**src/encoder_sim_pkg.sv**
```systemverilog
package encoder_sim_pkg;

	// Clock and update timing
	localparam int unsigned CLOCK_HZ           = 40_000_000;       // System clock rate
	localparam int unsigned UPDATE_PERIOD_MS   = 4;                // Update slice per module
	localparam int unsigned UPDATE_CYCLES      = CLOCK_HZ / 1000 * UPDATE_PERIOD_MS;
	localparam int unsigned DUMB_MODULES_DEF   = 1;                // Installed dumb modules
	localparam int unsigned FAN_MIN_S          = 10;               // Least fan override time
	localparam int unsigned FAN_MIN_CYCLES     = CLOCK_HZ * FAN_MIN_S;

	// Temperature limits in degrees C
	localparam logic [7:0]  TEMP_FAN_C         = 8'h5a;            // 90 C
	localparam logic [7:0]  TEMP_TRIP_C        = 8'h64;            // 100 C

	// Fault codes
	localparam logic [7:0]  FAULT_NONE         = 8'h00;
	localparam logic [7:0]  FAULT_OVER_TEMP    = 8'h4a;            // 74
	localparam logic [7:0]  FAULT_PHASE        = 8'h02;            // Both encoder phases moved

	// Simulation output formats
	localparam logic [2:0]  FMT_QUAD           = 3'h0;             // quadrature_format
	localparam logic [2:0]  FMT_FREQ_DIR       = 3'h1;             // freq_dir_format
	localparam logic [2:0]  FMT_FWD_REV        = 3'h2;             // fwd_rev_format
	localparam logic [2:0]  FMT_QUAD_LOCK      = 3'h3;
	localparam logic [2:0]  FMT_FREQ_LOCK_MIN  = 3'h4;             // 4 to 7 share one meaning

	// Ratio select: 0 = 1/32 ... 5 = 1
	localparam logic [2:0]  RATIO_MAX          = 3'h5;
	localparam logic [2:0]  RATIO_RESET        = 3'h3;             // 1/4
	localparam logic [1:0]  LOCK_PHASE         = 2'h2;             // Phase with A and B high

	// Source encoder resolution
	localparam int unsigned LINES_LOG2_DEF     = 12;               // 4096 lines per rev

	// Register byte offsets
	localparam logic [7:0]  OFS_FREE_REV       = 8'h00;
	localparam logic [7:0]  OFS_FREE_POS       = 8'h04;
	localparam logic [7:0]  OFS_MARK_REV       = 8'h08;
	localparam logic [7:0]  OFS_MARK_POS       = 8'h0c;
	localparam logic [7:0]  OFS_FRZ_REV        = 8'h10;
	localparam logic [7:0]  OFS_FRZ_POS        = 8'h14;
	localparam logic [7:0]  OFS_FRZ_FLAG       = 8'h18;
	localparam logic [7:0]  OFS_READY          = 8'h1c;
	localparam logic [7:0]  OFS_HOLD           = 8'h20;
	localparam logic [7:0]  OFS_FAULT          = 8'h24;
	localparam logic [7:0]  OFS_SIM_MODE       = 8'h28;
	localparam logic [7:0]  OFS_SIM_RATIO      = 8'h2c;

	// Reset values
	localparam logic [2:0]  SIM_MODE_RESET     = 3'h0;
	localparam logic        HOLD_RESET         = 1'b0;
	localparam logic        FRZ_FLAG_RESET     = 1'b0;

endpackage

```
**src/encoder_sim_and_position_capture.sv**
```systemverilog
// The implementer's own choices: the APB slave port and the register offsets.
`timescale 1ns/10ps
// What this block does
// - Format select decodes five output modes.
// - Simulated marker copies source marker unscaled.
// - Marker lock shifts phase at first marker.
// - Unlocked formats keep no marker phase.
// - Free revolution and position counters run freely.
// - Marker edge captures revolution and position.
// - Freeze and status refresh each update period.
// - Freeze stores position and sets flag in one cycle.
// - Set freeze flag blocks further freeze captures.
// - Ready bit sets once, then stays set.
// - Hold bit freezes main position outputs.
// - Faults write nonzero code, raise slot trip.
// - Drive reset clears the fault code.
// - Over 90 C forces fan, at least 10s.
// - Over 100 C trips with code 74.
// - Output motion scaled by ratio 1/32 to 1.
module encoder_sim_and_position_capture
	import encoder_sim_pkg::*;
#(
	parameter int unsigned DUMB_MODULES  = DUMB_MODULES_DEF,
	parameter int unsigned UPDATE_TICKS  = UPDATE_CYCLES,
	parameter int unsigned FAN_TICKS     = FAN_MIN_CYCLES,
	parameter int unsigned LINES_LOG2    = LINES_LOG2_DEF
) (
	input  wire logic        clock,
	input  wire logic        rst_b,
	// APB slave
	input  wire logic        psel,
	input  wire logic        penable,
	input  wire logic        pwrite,
	input  wire logic [7:0]  paddr,
	input  wire logic [31:0] pwdata,
	output logic      [31:0] prdata,
	output logic             pready,
	output logic             pslverr,
	// Source encoder
	input  wire logic        enc_a,
	input  wire logic        enc_b,
	input  wire logic        enc_marker,
	// Companion and drive events
	input  wire logic        freeze_event,
	input  wire logic        drive_reset,
	input  wire logic [7:0]  temp_celsius,
	// Simulated encoder output
	output logic             sim_a,
	output logic             sim_b,
	output logic             sim_marker,
	// Drive controls
	output logic             fan_full,
	output logic             drive_trip,
	output logic             slot_error_trip
);

	localparam int unsigned PERIOD_TICKS = UPDATE_TICKS * DUMB_MODULES;
	localparam int unsigned STEP_LOG2    = 14 - LINES_LOG2;   // Log2 of 1/65536-rev units per quad edge
	localparam logic [31:0] POS_STEP     = 32'h1 << STEP_LOG2;

	// Encoder decode state
	logic        prev_a;                 // Phase A one cycle back
	logic        prev_b;                 // Phase B one cycle back
	logic        prev_marker;            // Marker one cycle back
	logic        step;                   // One legal quadrature edge
	logic        step_up;                // Direction of that edge
	logic        phase_fault;            // Both phases changed at once
	logic        marker_rise;            // Marker becoming active

	// Position state
	logic [31:0] live_pos;               // {revolution, fraction}
	logic [15:0] free_revolution_count;
	logic [15:0] free_position_fraction;
	logic [15:0] marker_revolution_capture;
	logic [15:0] marker_position_capture;
	logic [15:0] freeze_revolution_capture;
	logic [15:0] freeze_position_capture;
	logic        freeze_captured_flag;
	logic        freeze_pending;         // Freeze seen since last update
	logic        feedback_ready_flag;
	logic        feedback_hold_control;
	logic [7:0]  module_fault_code;

	// Update period timer
	logic [31:0] period_count;
	logic        update_tick;

	// Simulation state
	logic [2:0]  sim_mode;
	logic [2:0]  sim_ratio;
	logic [20:0] sim_acc;                // Source edges, scaled later
	logic [15:0] sim_lin;                // Scaled output position
	logic [15:0] out_pos;                // Scaled position plus lock shift
	logic [1:0]  lock_offset;
	logic        lock_done;
	logic        sim_dir;                // Last seen direction
	logic        fmt_quad;
	logic        fmt_fwd_rev;
	logic        fmt_lock;
	logic [2:0]  ratio_used;
	logic [4:0]  sim_shift;

	// Temperature state
	logic [31:0] fan_count;
	logic        over_fan;
	logic        over_trip;

	// Bus decode
	logic        bus_setup;
	logic        bus_write;
	logic        addr_hit;

	// Encoder edge decode; inputs are synchronous to clock
	always_ff @(posedge clock or negedge rst_b) begin
		if (!rst_b) begin
			prev_a      <= 1'b0;
			prev_b      <= 1'b0;
			prev_marker <= 1'b0;
		end else begin
			prev_a      <= enc_a;
			prev_b      <= enc_b;
			prev_marker <= enc_marker;
		end
	end

	// Exactly one phase changing is a count; both is a lost edge
	assign step        = (enc_a ^ prev_a) ^ (enc_b ^ prev_b);
	assign step_up     = prev_a ^ enc_b;
	assign phase_fault = (enc_a ^ prev_a) & (enc_b ^ prev_b);
	assign marker_rise = enc_marker & ~prev_marker;

	// Free-running position, never touched by marker or freeze
	always_ff @(posedge clock or negedge rst_b) begin
		if (!rst_b) begin
			live_pos <= 32'h0;
		end else if (step) begin
			// Fraction carries into revolutions; 32-bit wrap does both levels
			if (step_up) begin
				live_pos <= live_pos + POS_STEP;
			end else begin
				live_pos <= live_pos - POS_STEP;
			end
		end
	end

	// Update period timer
	always_ff @(posedge clock or negedge rst_b) begin
		if (!rst_b) begin
			period_count <= 32'h0;
		end else if (period_count == 32'(PERIOD_TICKS - 1)) begin
			period_count <= 32'h0;
		end else begin
			period_count <= period_count + 32'h1;
		end
	end

	assign update_tick = (period_count == 32'(PERIOD_TICKS - 1));

	// Main position status, refreshed once per period unless held
	always_ff @(posedge clock or negedge rst_b) begin
		if (!rst_b) begin
			free_revolution_count  <= 16'h0;
			free_position_fraction <= 16'h0;
		end else if (update_tick && !feedback_hold_control) begin
			free_revolution_count  <= live_pos[31:16];
			free_position_fraction <= live_pos[15:0];
		end
	end

	// Marker capture of the live position on each activation
	always_ff @(posedge clock or negedge rst_b) begin
		if (!rst_b) begin
			marker_revolution_capture <= 16'h0;
			marker_position_capture   <= 16'h0;
		end else if (marker_rise) begin
			marker_revolution_capture <= live_pos[31:16];
			marker_position_capture   <= live_pos[15:0];
		end
	end

	// Freeze requests are remembered until the next update slice
	always_ff @(posedge clock or negedge rst_b) begin
		if (!rst_b) begin
			freeze_pending <= 1'b0;
		end else if (freeze_event) begin
			// A new event in the tick cycle is kept for the next slice
			freeze_pending <= 1'b1;
		end else if (update_tick) begin
			freeze_pending <= 1'b0;
		end
	end

	// Freeze capture, only while the flag is clear
	always_ff @(posedge clock or negedge rst_b) begin
		if (!rst_b) begin
			freeze_revolution_capture <= 16'h0;
			freeze_position_capture   <= 16'h0;
		end else if (update_tick && freeze_pending && !freeze_captured_flag) begin
			freeze_revolution_capture <= live_pos[31:16];
			freeze_position_capture   <= live_pos[15:0];
		end
	end

	// Freeze flag: hardware set wins over a software clear
	always_ff @(posedge clock or negedge rst_b) begin
		if (!rst_b) begin
			freeze_captured_flag <= FRZ_FLAG_RESET;
		end else if (update_tick && freeze_pending && !freeze_captured_flag) begin
			freeze_captured_flag <= 1'b1;
		end else if (bus_write && paddr == OFS_FRZ_FLAG) begin
			freeze_captured_flag <= pwdata[0];
		end
	end

	// Ready comes up at the first refresh and stays until reset
	always_ff @(posedge clock or negedge rst_b) begin
		if (!rst_b) begin
			feedback_ready_flag <= 1'b0;
		end else if (update_tick) begin
			feedback_ready_flag <= 1'b1;
		end
	end

	// Software controls
	always_ff @(posedge clock or negedge rst_b) begin
		if (!rst_b) begin
			feedback_hold_control <= HOLD_RESET;
			sim_mode              <= SIM_MODE_RESET;
			sim_ratio             <= RATIO_RESET;
		end else if (bus_write) begin
			case (paddr)
				OFS_HOLD:      feedback_hold_control <= pwdata[0];
				OFS_SIM_MODE:  sim_mode <= pwdata[2:0];
				OFS_SIM_RATIO: sim_ratio <= pwdata[2:0];
				default: begin
					// Other offsets hold no software control
				end
			endcase
		end
	end

	// Format decode
	always_comb begin
		fmt_quad    = (sim_mode == FMT_QUAD) || (sim_mode == FMT_QUAD_LOCK);
		fmt_fwd_rev = (sim_mode == FMT_FWD_REV);
		fmt_lock    = (sim_mode >= FMT_QUAD_LOCK);
		// Modes 1 and 4 to 7 fall through to frequency and direction
	end

	// Ratio values above the top band behave as ratio 1
	assign ratio_used = (sim_ratio > RATIO_MAX) ? RATIO_MAX : sim_ratio;
	assign sim_shift  = 5'(RATIO_MAX - ratio_used);

	// Output accumulator counts source edges at full rate
	always_ff @(posedge clock or negedge rst_b) begin
		if (!rst_b) begin
			sim_acc <= 21'h0;
			sim_dir <= 1'b1;
		end else if (step) begin
			sim_dir <= step_up;
			if (step_up) begin
				sim_acc <= sim_acc + 21'h1;
			end else begin
				sim_acc <= sim_acc - 21'h1;
			end
		end
	end

	// Dividing by a power of two keeps output steps evenly spaced
	assign sim_lin = 16'(sim_acc >> sim_shift);
	assign out_pos = sim_lin + {14'h0, lock_offset};

	// Marker lock: one phase shift at the first marker in a lock mode
	always_ff @(posedge clock or negedge rst_b) begin
		if (!rst_b) begin
			lock_offset <= 2'h0;
			lock_done   <= 1'b0;
		end else if (!fmt_lock) begin
			// No defined marker phase in the plain formats
			lock_offset <= 2'h0;
			lock_done   <= 1'b0;
		end else if (marker_rise && !lock_done) begin
			// Phase 2 gives A and B high, and also F high
			lock_offset <= 2'(LOCK_PHASE - sim_lin[1:0]);
			lock_done   <= 1'b1;
		end
	end

	// Simulated outputs
	always_ff @(posedge clock or negedge rst_b) begin
		if (!rst_b) begin
			sim_a      <= 1'b0;
			sim_b      <= 1'b0;
			sim_marker <= 1'b0;
		end else begin
			// Marker passes straight through at source width
			sim_marker <= enc_marker;
			if (fmt_quad) begin
				sim_a <= out_pos[1];
				sim_b <= out_pos[1] ^ out_pos[0];
			end else if (fmt_fwd_rev) begin
				// Pulses appear on one line only, chosen by direction
				sim_a <= sim_dir & out_pos[1];
				sim_b <= ~sim_dir & out_pos[1];
			end else begin
				sim_a <= out_pos[1];
				sim_b <= sim_dir;
			end
		end
	end

	// Temperature comparisons; readings are taken as synchronous
	assign over_fan  = (temp_celsius > TEMP_FAN_C);
	assign over_trip = (temp_celsius > TEMP_TRIP_C);

	// Fan override with a least hold time
	always_ff @(posedge clock or negedge rst_b) begin
		if (!rst_b) begin
			fan_count <= 32'h0;
			fan_full  <= 1'b0;
		end else if (over_fan) begin
			fan_count <= 32'(FAN_TICKS - 1);
			fan_full  <= 1'b1;
		end else if (fan_count != 32'h0) begin
			// Keeps the fan up even if the reading dips early
			fan_count <= fan_count - 32'h1;
		end else if (temp_celsius < TEMP_FAN_C) begin
			fan_full <= 1'b0;
		end
	end

	// Fault code: a fault in the reset cycle is kept
	always_ff @(posedge clock or negedge rst_b) begin
		if (!rst_b) begin
			module_fault_code <= FAULT_NONE;
		end else if (over_trip) begin
			module_fault_code <= FAULT_OVER_TEMP;
		end else if (phase_fault) begin
			module_fault_code <= FAULT_PHASE;
		end else if (drive_reset) begin
			module_fault_code <= FAULT_NONE;
		end
	end

	// Trip outputs follow the code one cycle later
	always_ff @(posedge clock or negedge rst_b) begin
		if (!rst_b) begin
			slot_error_trip <= 1'b0;
			drive_trip      <= 1'b0;
		end else begin
			slot_error_trip <= (module_fault_code != FAULT_NONE);
			drive_trip      <= (module_fault_code != FAULT_NONE);
		end
	end

	// APB decode; the slave never inserts wait states
	assign bus_setup = psel & ~penable;
	assign bus_write = psel & penable & pwrite;
	assign pready    = 1'b1;

	always_comb begin
		case (paddr)
			OFS_FREE_REV, OFS_FREE_POS, OFS_MARK_REV, OFS_MARK_POS,
			OFS_FRZ_REV, OFS_FRZ_POS, OFS_FRZ_FLAG, OFS_READY,
			OFS_HOLD, OFS_FAULT, OFS_SIM_MODE, OFS_SIM_RATIO: addr_hit = 1'b1;
			default: addr_hit = 1'b0;
		endcase
	end

	// Read data and error are set up during the setup cycle
	always_ff @(posedge clock or negedge rst_b) begin
		if (!rst_b) begin
			prdata  <= 32'h0;
			pslverr <= 1'b0;
		end else if (bus_setup) begin
			pslverr <= ~addr_hit;
			case (paddr)
				OFS_FREE_REV:  prdata <= {16'h0, free_revolution_count};
				OFS_FREE_POS:  prdata <= {16'h0, free_position_fraction};
				OFS_MARK_REV:  prdata <= {16'h0, marker_revolution_capture};
				OFS_MARK_POS:  prdata <= {16'h0, marker_position_capture};
				OFS_FRZ_REV:   prdata <= {16'h0, freeze_revolution_capture};
				OFS_FRZ_POS:   prdata <= {16'h0, freeze_position_capture};
				OFS_FRZ_FLAG:  prdata <= {31'h0, freeze_captured_flag};
				OFS_READY:     prdata <= {31'h0, feedback_ready_flag};
				OFS_HOLD:      prdata <= {31'h0, feedback_hold_control};
				OFS_FAULT:     prdata <= {24'h0, module_fault_code};
				OFS_SIM_MODE:  prdata <= {29'h0, sim_mode};
				OFS_SIM_RATIO: prdata <= {29'h0, sim_ratio};
				// Unmapped reads return zero with an error
				default:       prdata <= 32'h0;
			endcase
		end
	end

endmodule

```
**config.mk**
```make
export PLATFORM = sky130hd
export DESIGN_NAME = encoder_sim_and_position_capture
export DESIGN_NICKNAME = d
export VERILOG_FILES = /design/src/encoder_sim_pkg.sv /design/src/encoder_sim_and_position_capture.sv
export SDC_FILE = /design/constraint.sdc
export NUM_CORES = 1
export LEC_CHECK = 0
export BUFFER_PORTS_ARGS = -buffer_cell sky130_fd_sc_hd__buf_2
export CAP_MARGIN = 25
export CORE_MARGIN = 3
export CORE_UTILIZATION = 25
export DETAILED_ROUTE_END_ITERATION = 7
export HOLD_SLACK_MARGIN = 0.15
export PLACE_DENSITY = 0.51
export REMOVE_ABC_BUFFERS = 1
export SETUP_SLACK_MARGIN = 0.5
export SLEW_MARGIN = 20
export SYNTH_ARGS = -nofsm -noshare
export SYNTH_HDL_FRONTEND = slang
export SYNTH_SLANG_ARGS = --single-unit
```
**constraint.sdc**
```tcl
create_clock -name clock -period 5.2 [get_ports clock]
set_input_delay 0.26 -clock clock [delete_from_list [all_inputs] [get_ports clock]]
set_output_delay 0.26 -clock clock [all_outputs]
set_load 0.03 [all_outputs]
```
==> flow_metrics.py, run 1 <==
metrics = {
    "power_and_ir_drop": {
        "peakVddDrop_uv": 246,
        "p_per_area_mw_per_mm2": 441,
        "power_leakage_nw": 6.12,
    },
    "final_layout": {
        "layout_common_cells": "dfrtp_1, mux2_2, nand2_1",
        "areaGrowthSynthToFinish_pct": 15.7,
        "fin_nets": 1320,
        "utilization": 0.295,
        "n_fill_cell": 4953,
        "drive_gt1_frac": 0.204,
        "layout_commonest_cell": "dfrtp_1",
        "num_antenna_cells": 0,
    },
    "place": {
        "gp_congestion": 0.752,
        "dpl.hpwl_mm": 19.4,
        "io_buffers": 51,
        "place_ws_ns": 1.59,
    },
    "sta": {
        "rsz0062_at_grt": "no",
        "slew_headroom": 0.314,
        "finalSetupTns_ns": 0,
        "min_period_ns": 3.65,
        "fin_skew_ns": 0.0156,
        "tightest_slew_ns": 1.03,
        "fin_ws_ns": 1.55,
        "finalHoldViolCount": 0,
        "drv_slew": 0,
        "fin_crit_sh": 0.703,
        "setup_violations": 0,
        "max_freq_ghz": 0.274,
    },
    "worst_setup_path": {
        "critical-path-slowest-cell": "dlygate4sd3_1",
        "critical_path.top_delay_family": "buffers and inverters",
        "worstReg2RegEnd": "live_pos[28]",
        "cp.required_ns": 5.68,
        "worstPathCellList": "dlygate4sd3_1 > buf_2 > xor2_1 > buf_4 > inv_1 > buf_4 > ha_1 > nor2b_1 > o31a_1 > o221ai_1 > a21oi_1 > a31oi_1 > nor3_1 > or4_1 > nand3_1",
        "reg2reg_from": "prev_a",
        "path_max_fanout": 20,
        "cpMostUsedCell": "buf_4",
        "reg2reg_slack_ns": 1.57,
        "rr_worst_depth": 13,
        "setup.worst_path.class": "input port to register",
        "endpoint_kind": "register",
        "critPathLaunchType": "input port",
        "cp.arrival_ns": 4.14,
        "max_stage_delay_ns": 0.55,
        "crit_buf_inv": 5,
    },
    "route": {
        "wl_met2_mm": 12.9,
        "top_layer": "met4",
        "routed_wl_mm": 29.1,
        "met3WireLength_mm": 1.22,
        "wl_met1_mm": 14.5,
        "drt-vias-per-instance": 4.76,
        "dr.pass1.iters": 5,
        "drc_errors": 0,
        "wire_per_inst_um": 15.7,
        "vias": 8824,
        "drtIter0Drc": 422,
        "drtAntennaViolNets": 0,
    },
    "floorplan": {
        "die_h_um": 227,
        "core-area_mm2": 0.0480,
        "dieArea_mm2": 0.0517,
        "die_w_um": 227,
        "start_util": 0.255,
        "fp-row-count": 80,
        "io_pins": 98,
    },
    "yosys": {
        "syn_area_mm2": 0.0123,
        "ys_seq_area_frac": 0.476,
        "async_flop_share": 1.00,
        "syn_area_per_cell_um2": 10.6,
        "ys_dominant_reg_cell": "dfrtp_1",
        "synth_edf_count": 0,
        "synth_cell_type_count": 73,
        "synth_seq_cells": 233,
        "netlist_instances": 1155,
        "yosysWarningCount": 0,
    },
    "clocking": {
        "cts_made_buffers": 28,
        "cts_resized": 0,
        "tritoncts": "yes",
        "clkTransAtPathRegs_ns": 0.06,
        "cts_buffer_depth": 3,
        "post_cts_buffers": 0,
        "clkLatencyLatePin_ns": 0.55,
        "cts_sinks": 233,
        "ctsHoldBuffers": 9,
        "cts_root_buf": "clkbuf_16",
        "h-tree-depth": 1,
    },
    "hold_path": {
        "hold-path-endpoint": "module_fault_code[3]",
        "min_delay_path_depth": 4,
        "worstHoldPathType": "input port to register",
        "min_from": "temp_celsius[3]",
    },
    "outcome": {
        "status": "completed",
    },
    "grt": {
        "gr-usage-all-layers": 0.114,
        "antenna_found_initial": 0,
        "grt_overflow": 0,
        "grt_max_degree": 122,
        "grt_pass1_vias": 8690,
        "grt_pass1_wl_mm": 47.5,
    },
    "run": {
        "maxCapViolCount": 0,
    },
}
-- state kept, by name, summed over array words and instances, names as in the netlist, 2 cells and up --
| signal | cells |
|---|---|
| fan_count | 32 |
| period_count | 32 |
| live_pos | 30 |
| free_revolution_count | 16 |
| freeze_revolution_capture | 16 |
| marker_revolution_capture | 16 |
| prdata | 16 |
| free_position_fraction | 14 |
| freeze_position_capture | 14 |
| marker_position_capture | 14 |
| sim_acc | 9 |
| sim_mode | 3 |
| sim_ratio | 3 |
| lock_offset | 2 |
| module_fault_code | 2 |
-- report_power, final --
group          leakage, nW  switching (W)  internal [W]
Sequential            2.93       0.000300       0.00212
Combinational         2.76        0.00103      0.000924
Clock                0.435       0.000786       0.00110
Total                 6.12        0.00211       0.00414
-- metal layers --
metal	vias up	global-route usage
li1	4285	-
met1	4365	0.161
met2	129	0.181
met3	45	0.0208
met4	0	0.0269
met5	-	0
-- how the worst max path moves through the flow --
stage,start,to,slack (ns),cells past startpoint
final,enc_b,live_pos[28],1.55,15
after detailed placement,enc_b,live_pos[28],1.59,14
after CTS,prev_a,live_pos[28],1.56,13
after global placement,enc_b,live_pos[28],1.59,14
after floorplan,period_count[2],free_position_fraction[10],0.64,6
after global routing,prev_a,live_pos[28],1.30,13
-- cell usage after synthesis, types with 5 or more instances --
cell | n | area share
nor4_1 | 17 | 0.0087
inv_1 | 30 | 0.0092
dfrtp_1 | 230 | 0.47
and3_1 | 11 | 0.0056
nand3b_1 | 7 | 0.0043
a21o_1 | 15 | 0.0092
clkbuf_1 | 27 | 0.0083
and2_1 | 5 | 0.0026
o21bai_1 | 5 | 0.0031
o31ai_1 | 6 | 0.0037
mux2_2 | 112 | 0.10
nand2b_1 | 7 | 0.0036
a221o_1 | 11 | 0.0090
o21a_1 | 9 | 0.0055
nand2_1 | 93 | 0.028
xor2_1 | 21 | 0.015
ha_1 | 41 | 0.042
buf_4 | 18 | 0.011
o21ai_0 | 68 | 0.028
a22oi_1 | 6 | 0.0037
a21oi_1 | 60 | 0.025
or3_1 | 13 | 0.0066
xnor2_1 | 55 | 0.039
nor3_1 | 22 | 0.0090
mux2i_1 | 27 | 0.022
nand4_1 | 16 | 0.0082
a211oi_1 | 15 | 0.0092
nor2_1 | 82 | 0.025
buf_1 | 7 | 0.0021
nand3_1 | 30 | 0.012
nor2b_1 | 10 | 0.0051
-- worst min-delay path: cells and delay by family --
family / cells / cell delay (ns)
buf+inv: 1 / 0.09
compound gates: 2 / 0.32
simple gates: 1 / 0.04
-- cell type report --
class | instances | area, µm² | area share
tap | 615 | 769 | 0.0543
clock inverter | 10 | 57.6 | 0.00406
clock buffer | 41 | 831 | 0.0586
multi-input combinational | 851 | 6100 | 0.430
sequential | 233 | 5830 | 0.412
inverter | 30 | 113 | 0.00794
timing repair buffer | 75 | 468 | 0.0330
-- cells by family (layout without fill, tap and decap cells) --
| group | after synthesis | count (layout) | share of synthesized area |
|---|---|---|---|
| muxes | 141 | 141 | 0.129 |
| DFF | 233 | 233 | 0.476 |
| other | 2 | 17 | 0.000613 |
| and+or+nand+nor | 341 | 341 | 0.141 |
| adders and majority gates | 43 | 43 | 0.0451 |
| buffers and inverters | 86 | 156 | 0.0329 |
| AOI/OAI and AO/OA | 233 | 233 | 0.122 |
| xor gates and xnor gates | 76 | 76 | 0.0543 |
-- stage by stage --
step | std cells | hold slack, ns | instance area (µm²) | power [W]
detailed placement | 1795 | 0.391 | 13200 | 0.00440
floorplan | 1114 | -0.0356 | 12000 | 0.00391
finish | 1855 | 0.180 | 14200 | 0.00626
global route | 1855 | 0.207 | 14200 | 0.00671
global placement | 1795 | 0.389 | 13200 | 0.00437
CTS | 1855 | 0.153 | 14200 | 0.00635
Power figures use the tool's default switching activity.
==> inputs of run 2 (changes only) <==
--- a/config.mk
+++ b/config.mk
@@ -5,6 +5,7 @@
 export SDC_FILE = /design/constraint.sdc
 export NUM_CORES = 1
 export LEC_CHECK = 0
+export ABC_AREA = 1
 export BUFFER_PORTS_ARGS = -buffer_cell sky130_fd_sc_hd__buf_2
 export CAP_MARGIN = 25
 export CORE_MARGIN = 3
==> constraint.sdc (replaced) <==
create_clock -name clock -period 3.5 [get_ports clock]
set_input_delay 0.175 -clock clock [delete_from_list [all_inputs] [get_ports clock]]
set_output_delay 0.175 -clock clock [all_outputs]
set_load 0.03 [all_outputs]
==> flow_metrics.py, run 2 <==
metrics = {
    "final_layout": {
        "areaGrowthSynthToFinish_pct": 16.7,
        "layout_common_cells": "nand2_1, inv_1, dfrtp_1",
        "num_antenna_cells": 0,
        "fin_nets": 2066,
        "top_regs": "fan_count: 32 flops, period_count: 32 flops, live_pos: 30 flops",
        "layout_commonest_cell": "nand2_1",
        "fin_area_mm2": 0.0160,
        "drive_gt1_frac": 0.0851,
        "finalNonFillerCells": 2682,
    },
    "floorplan": {
        "io_pins": 98,
        "die_h_um": 240,
        "die_w_um": 240,
        "fp-row-count": 85,
        "core-area_mm2": 0.0540,
        "start_util": 0.254,
        "dieArea_mm2": 0.0577,
    },
    "sta": {
        "fin_skew_ns": 0.0179,
        "finalSetupTns_ns": 0,
        "min_period_ns": 2.77,
        "whs_ns": 0.146,
        "slew_headroom": 0.410,
        "finalHoldViolCount": 0,
        "rsz0062_at_grt": "no",
        "fin_crit_sh": 0.790,
        "setup_violations": 0,
        "max_freq_ghz": 0.361,
        "tightest_slew_ns": 0.882,
        "drv_slew": 0,
    },
    "route": {
        "wire_per_inst_um": 14.9,
        "dr.pass1.iters": 5,
        "drt-vias-per-instance": 4.54,
        "vias": 12200,
        "routed_wl_mm": 40.0,
        "drc_errors": 0,
        "drtAntennaViolNets": 0,
        "drtIter0Drc": 890,
    },
    "clocking": {
        "cts_root_buf": "clkbuf_16",
        "cts_made_buffers": 30,
        "clkTransAtPathRegs_ns": 0.06,
        "h-tree-depth": 1,
        "cts_sinks": 233,
        "tritoncts": "yes",
        "cts_buffer_depth": 3,
        "clkLatencyLatePin_ns": 0.57,
    },
    "worst_setup_path": {
        "critical_path.top_delay_family": "simple AND/OR/NAND/NOR gates",
        "rr_worst_depth": 14,
        "crit_buf_inv": 3,
        "critPathLaunchType": "register",
        "endpoint_kind": "register",
        "critical-path-slowest-cell": "dfrtp_1",
        "worst-path-stages": 14,
        "setup.worst_path.class": "register to register",
        "cp.required_ns": 3.96,
        "worstPathCellList": "or2_2 > nand2_2 > inv_1 > fa_1 > inv_1 > nand3_1 > nand2_1 > inv_1 > o21ai_1 > nand3_1 > nand3_1 > nand2_1 > nand3_1 > nand2_1",
        "cpMostUsedCell": "nand3_1",
        "max_stage_delay_ns": 0.40,
        "path_max_fanout": 5,
        "cp.arrival_ns": 3.22,
    },
    "power_and_ir_drop": {
        "power_leakage_nw": 7.78,
        "peakVddDrop_uv": 350,
        "p_per_area_mw_per_mm2": 601,
    },
    "hold_path": {
        "worstHoldPathType": "input port to asynchronous set/reset pin",
    },
    "yosys": {
        "synth_edf_count": 0,
        "syn_area_per_cell_um2": 7.30,
        "ys_seq_area_frac": 0.425,
        "yosysWarningCount": 0,
        "netlist_instances": 1879,
        "synth_common_cells": "nand2_1, inv_1, dfrtp_1",
        "synth_seq_cells": 233,
        "synth_top_area_share": 0.420,
        "synth_most_common_cell": "nand2_1",
        "synth_top_area_cell": "dfrtp_1",
        "synthTopCellsByArea": "dfrtp_1, nand2_1, inv_1, nand3_1, o21ai_0",
        "syn_area_mm2": 0.0137,
        "synth_cell_type_count": 44,
        "ys_dominant_reg_cell": "dfrtp_1",
        "async_flop_share": 1.00,
    },
    "place": {
        "dpl.hpwl_mm": 28.7,
        "placed_area_mm2": 0.0148,
        "placed_cells": 2605,
        "io_buffers": 51,
        "gp_congestion": 0.911,
    },
    "run": {
        "maxCapViolCount": 0,
    },
    "grt": {
        "grt_overflow": 0,
        "antenna_found_initial": 0,
        "gr-usage-all-layers": 0.140,
        "grt_max_degree": 80,
        "grt_pass1_wl_mm": 64.8,
        "grt_pass1_vias": 11800,
    },
    "outcome": {
        "status": "completed",
    },
}
==> run 2: changes by cell type after synthesis, moves of 28 or more <==
cell,previous run,this run
inv_1,30,248
mux2_2,112,0
nand2_1,93,549
nand3_1,30,148
nor2_1,82,163
nor3_1,22,50
o21ai_0,68,138
xnor2_1,55,21
==> run 2: cells by family after synthesis <==
kind of cell	after synthesis	synth area share
adder cells (fa/ha/maj)	43	0.0403
buffers and inverters	313	0.0937
AO/OA/AOI/OAI	246	0.0993
flip-flops	233	0.425
AND/OR/NAND/NOR	986	0.305
multiplexers	1	0.000730
other	2	0.000547
XOR/XNOR	55	0.0351
==> run 2: final timing paths <==
check | startpoint | end | slack [ns]
setup / recovery | prev_a | live_pos[26] | 0.73
hold / removal | rst_b | prdata[8] | 0.15
setup reg to reg | prev_a | live_pos[26] | 0.73
hold reg to reg | period_count[0] | period_count[0] | 0.47
max in group asynchronous | rst_b | sim_ratio[0] | 2.31
min in group clock | psel | prdata[14] | 0.15
==> run 2: worst register-to-register path, stage by stage, from the launching register on <==
cell     delay, ns
dfrtp_1       0.40
or2_2         0.29
nand2_2       0.19
inv_1         0.16
fa_1          0.38
inv_1         0.18
nand3_1       0.10
nand2_1       0.15
inv_1         0.07
o21ai_1       0.27
nand3_1       0.19
nand3_1       0.11
nand2_1       0.05
nand3_1       0.06
nand2_1       0.06
==> run 2: what timing repair did <==
| item | 4_1_cts | 5_1_grt |
|---|---|---|
| hold endpoints to repair | 156 | 0 |
| resized for setup | 0 | 3 |
| endpoints found under the setup margin | 0 | 5 |
| setup buffers | 0 | 0 |
| hold buffers | 23 | 0 |
==> run 2: where the power goes <==
group	leakage, nW	switching, W	internal, W
logic	4.35	0.00202	0.00108
registers	2.96	0.000452	0.00309
clock network	0.471	0.00123	0.00175
==> run 2: layout make-up <==
type,instances,area [µm²]
timing repair buffer,101,741
sequential,233,5830
clock buffer,43,891
multi-input combinational,1348,6670
inverter,251,942
tap,696,871
fill,5843,38000
clock inverter,10,62.6
==> run 2: stage by stage <==
step	power [W]	worst slack, ns	utilization
floorplan	0.00565	0.420	-
global placement	0.00664	0.584	0.274
detailed placement	0.00667	0.594	0.274
CTS	0.00975	0.582	0.296
global route	0.0104	0.506	0.296
finish	0.00963	0.734	0.296
==> run 2: per-layer routing <==
metal	vias to the layer above	routed length, µm	global-route usage
met5	-	0	0
li1	6166	-	-
met1	5713	19900	0.205
met4	0	728	0.0293
met2	246	17300	0.217
met3	46	2030	0.0209
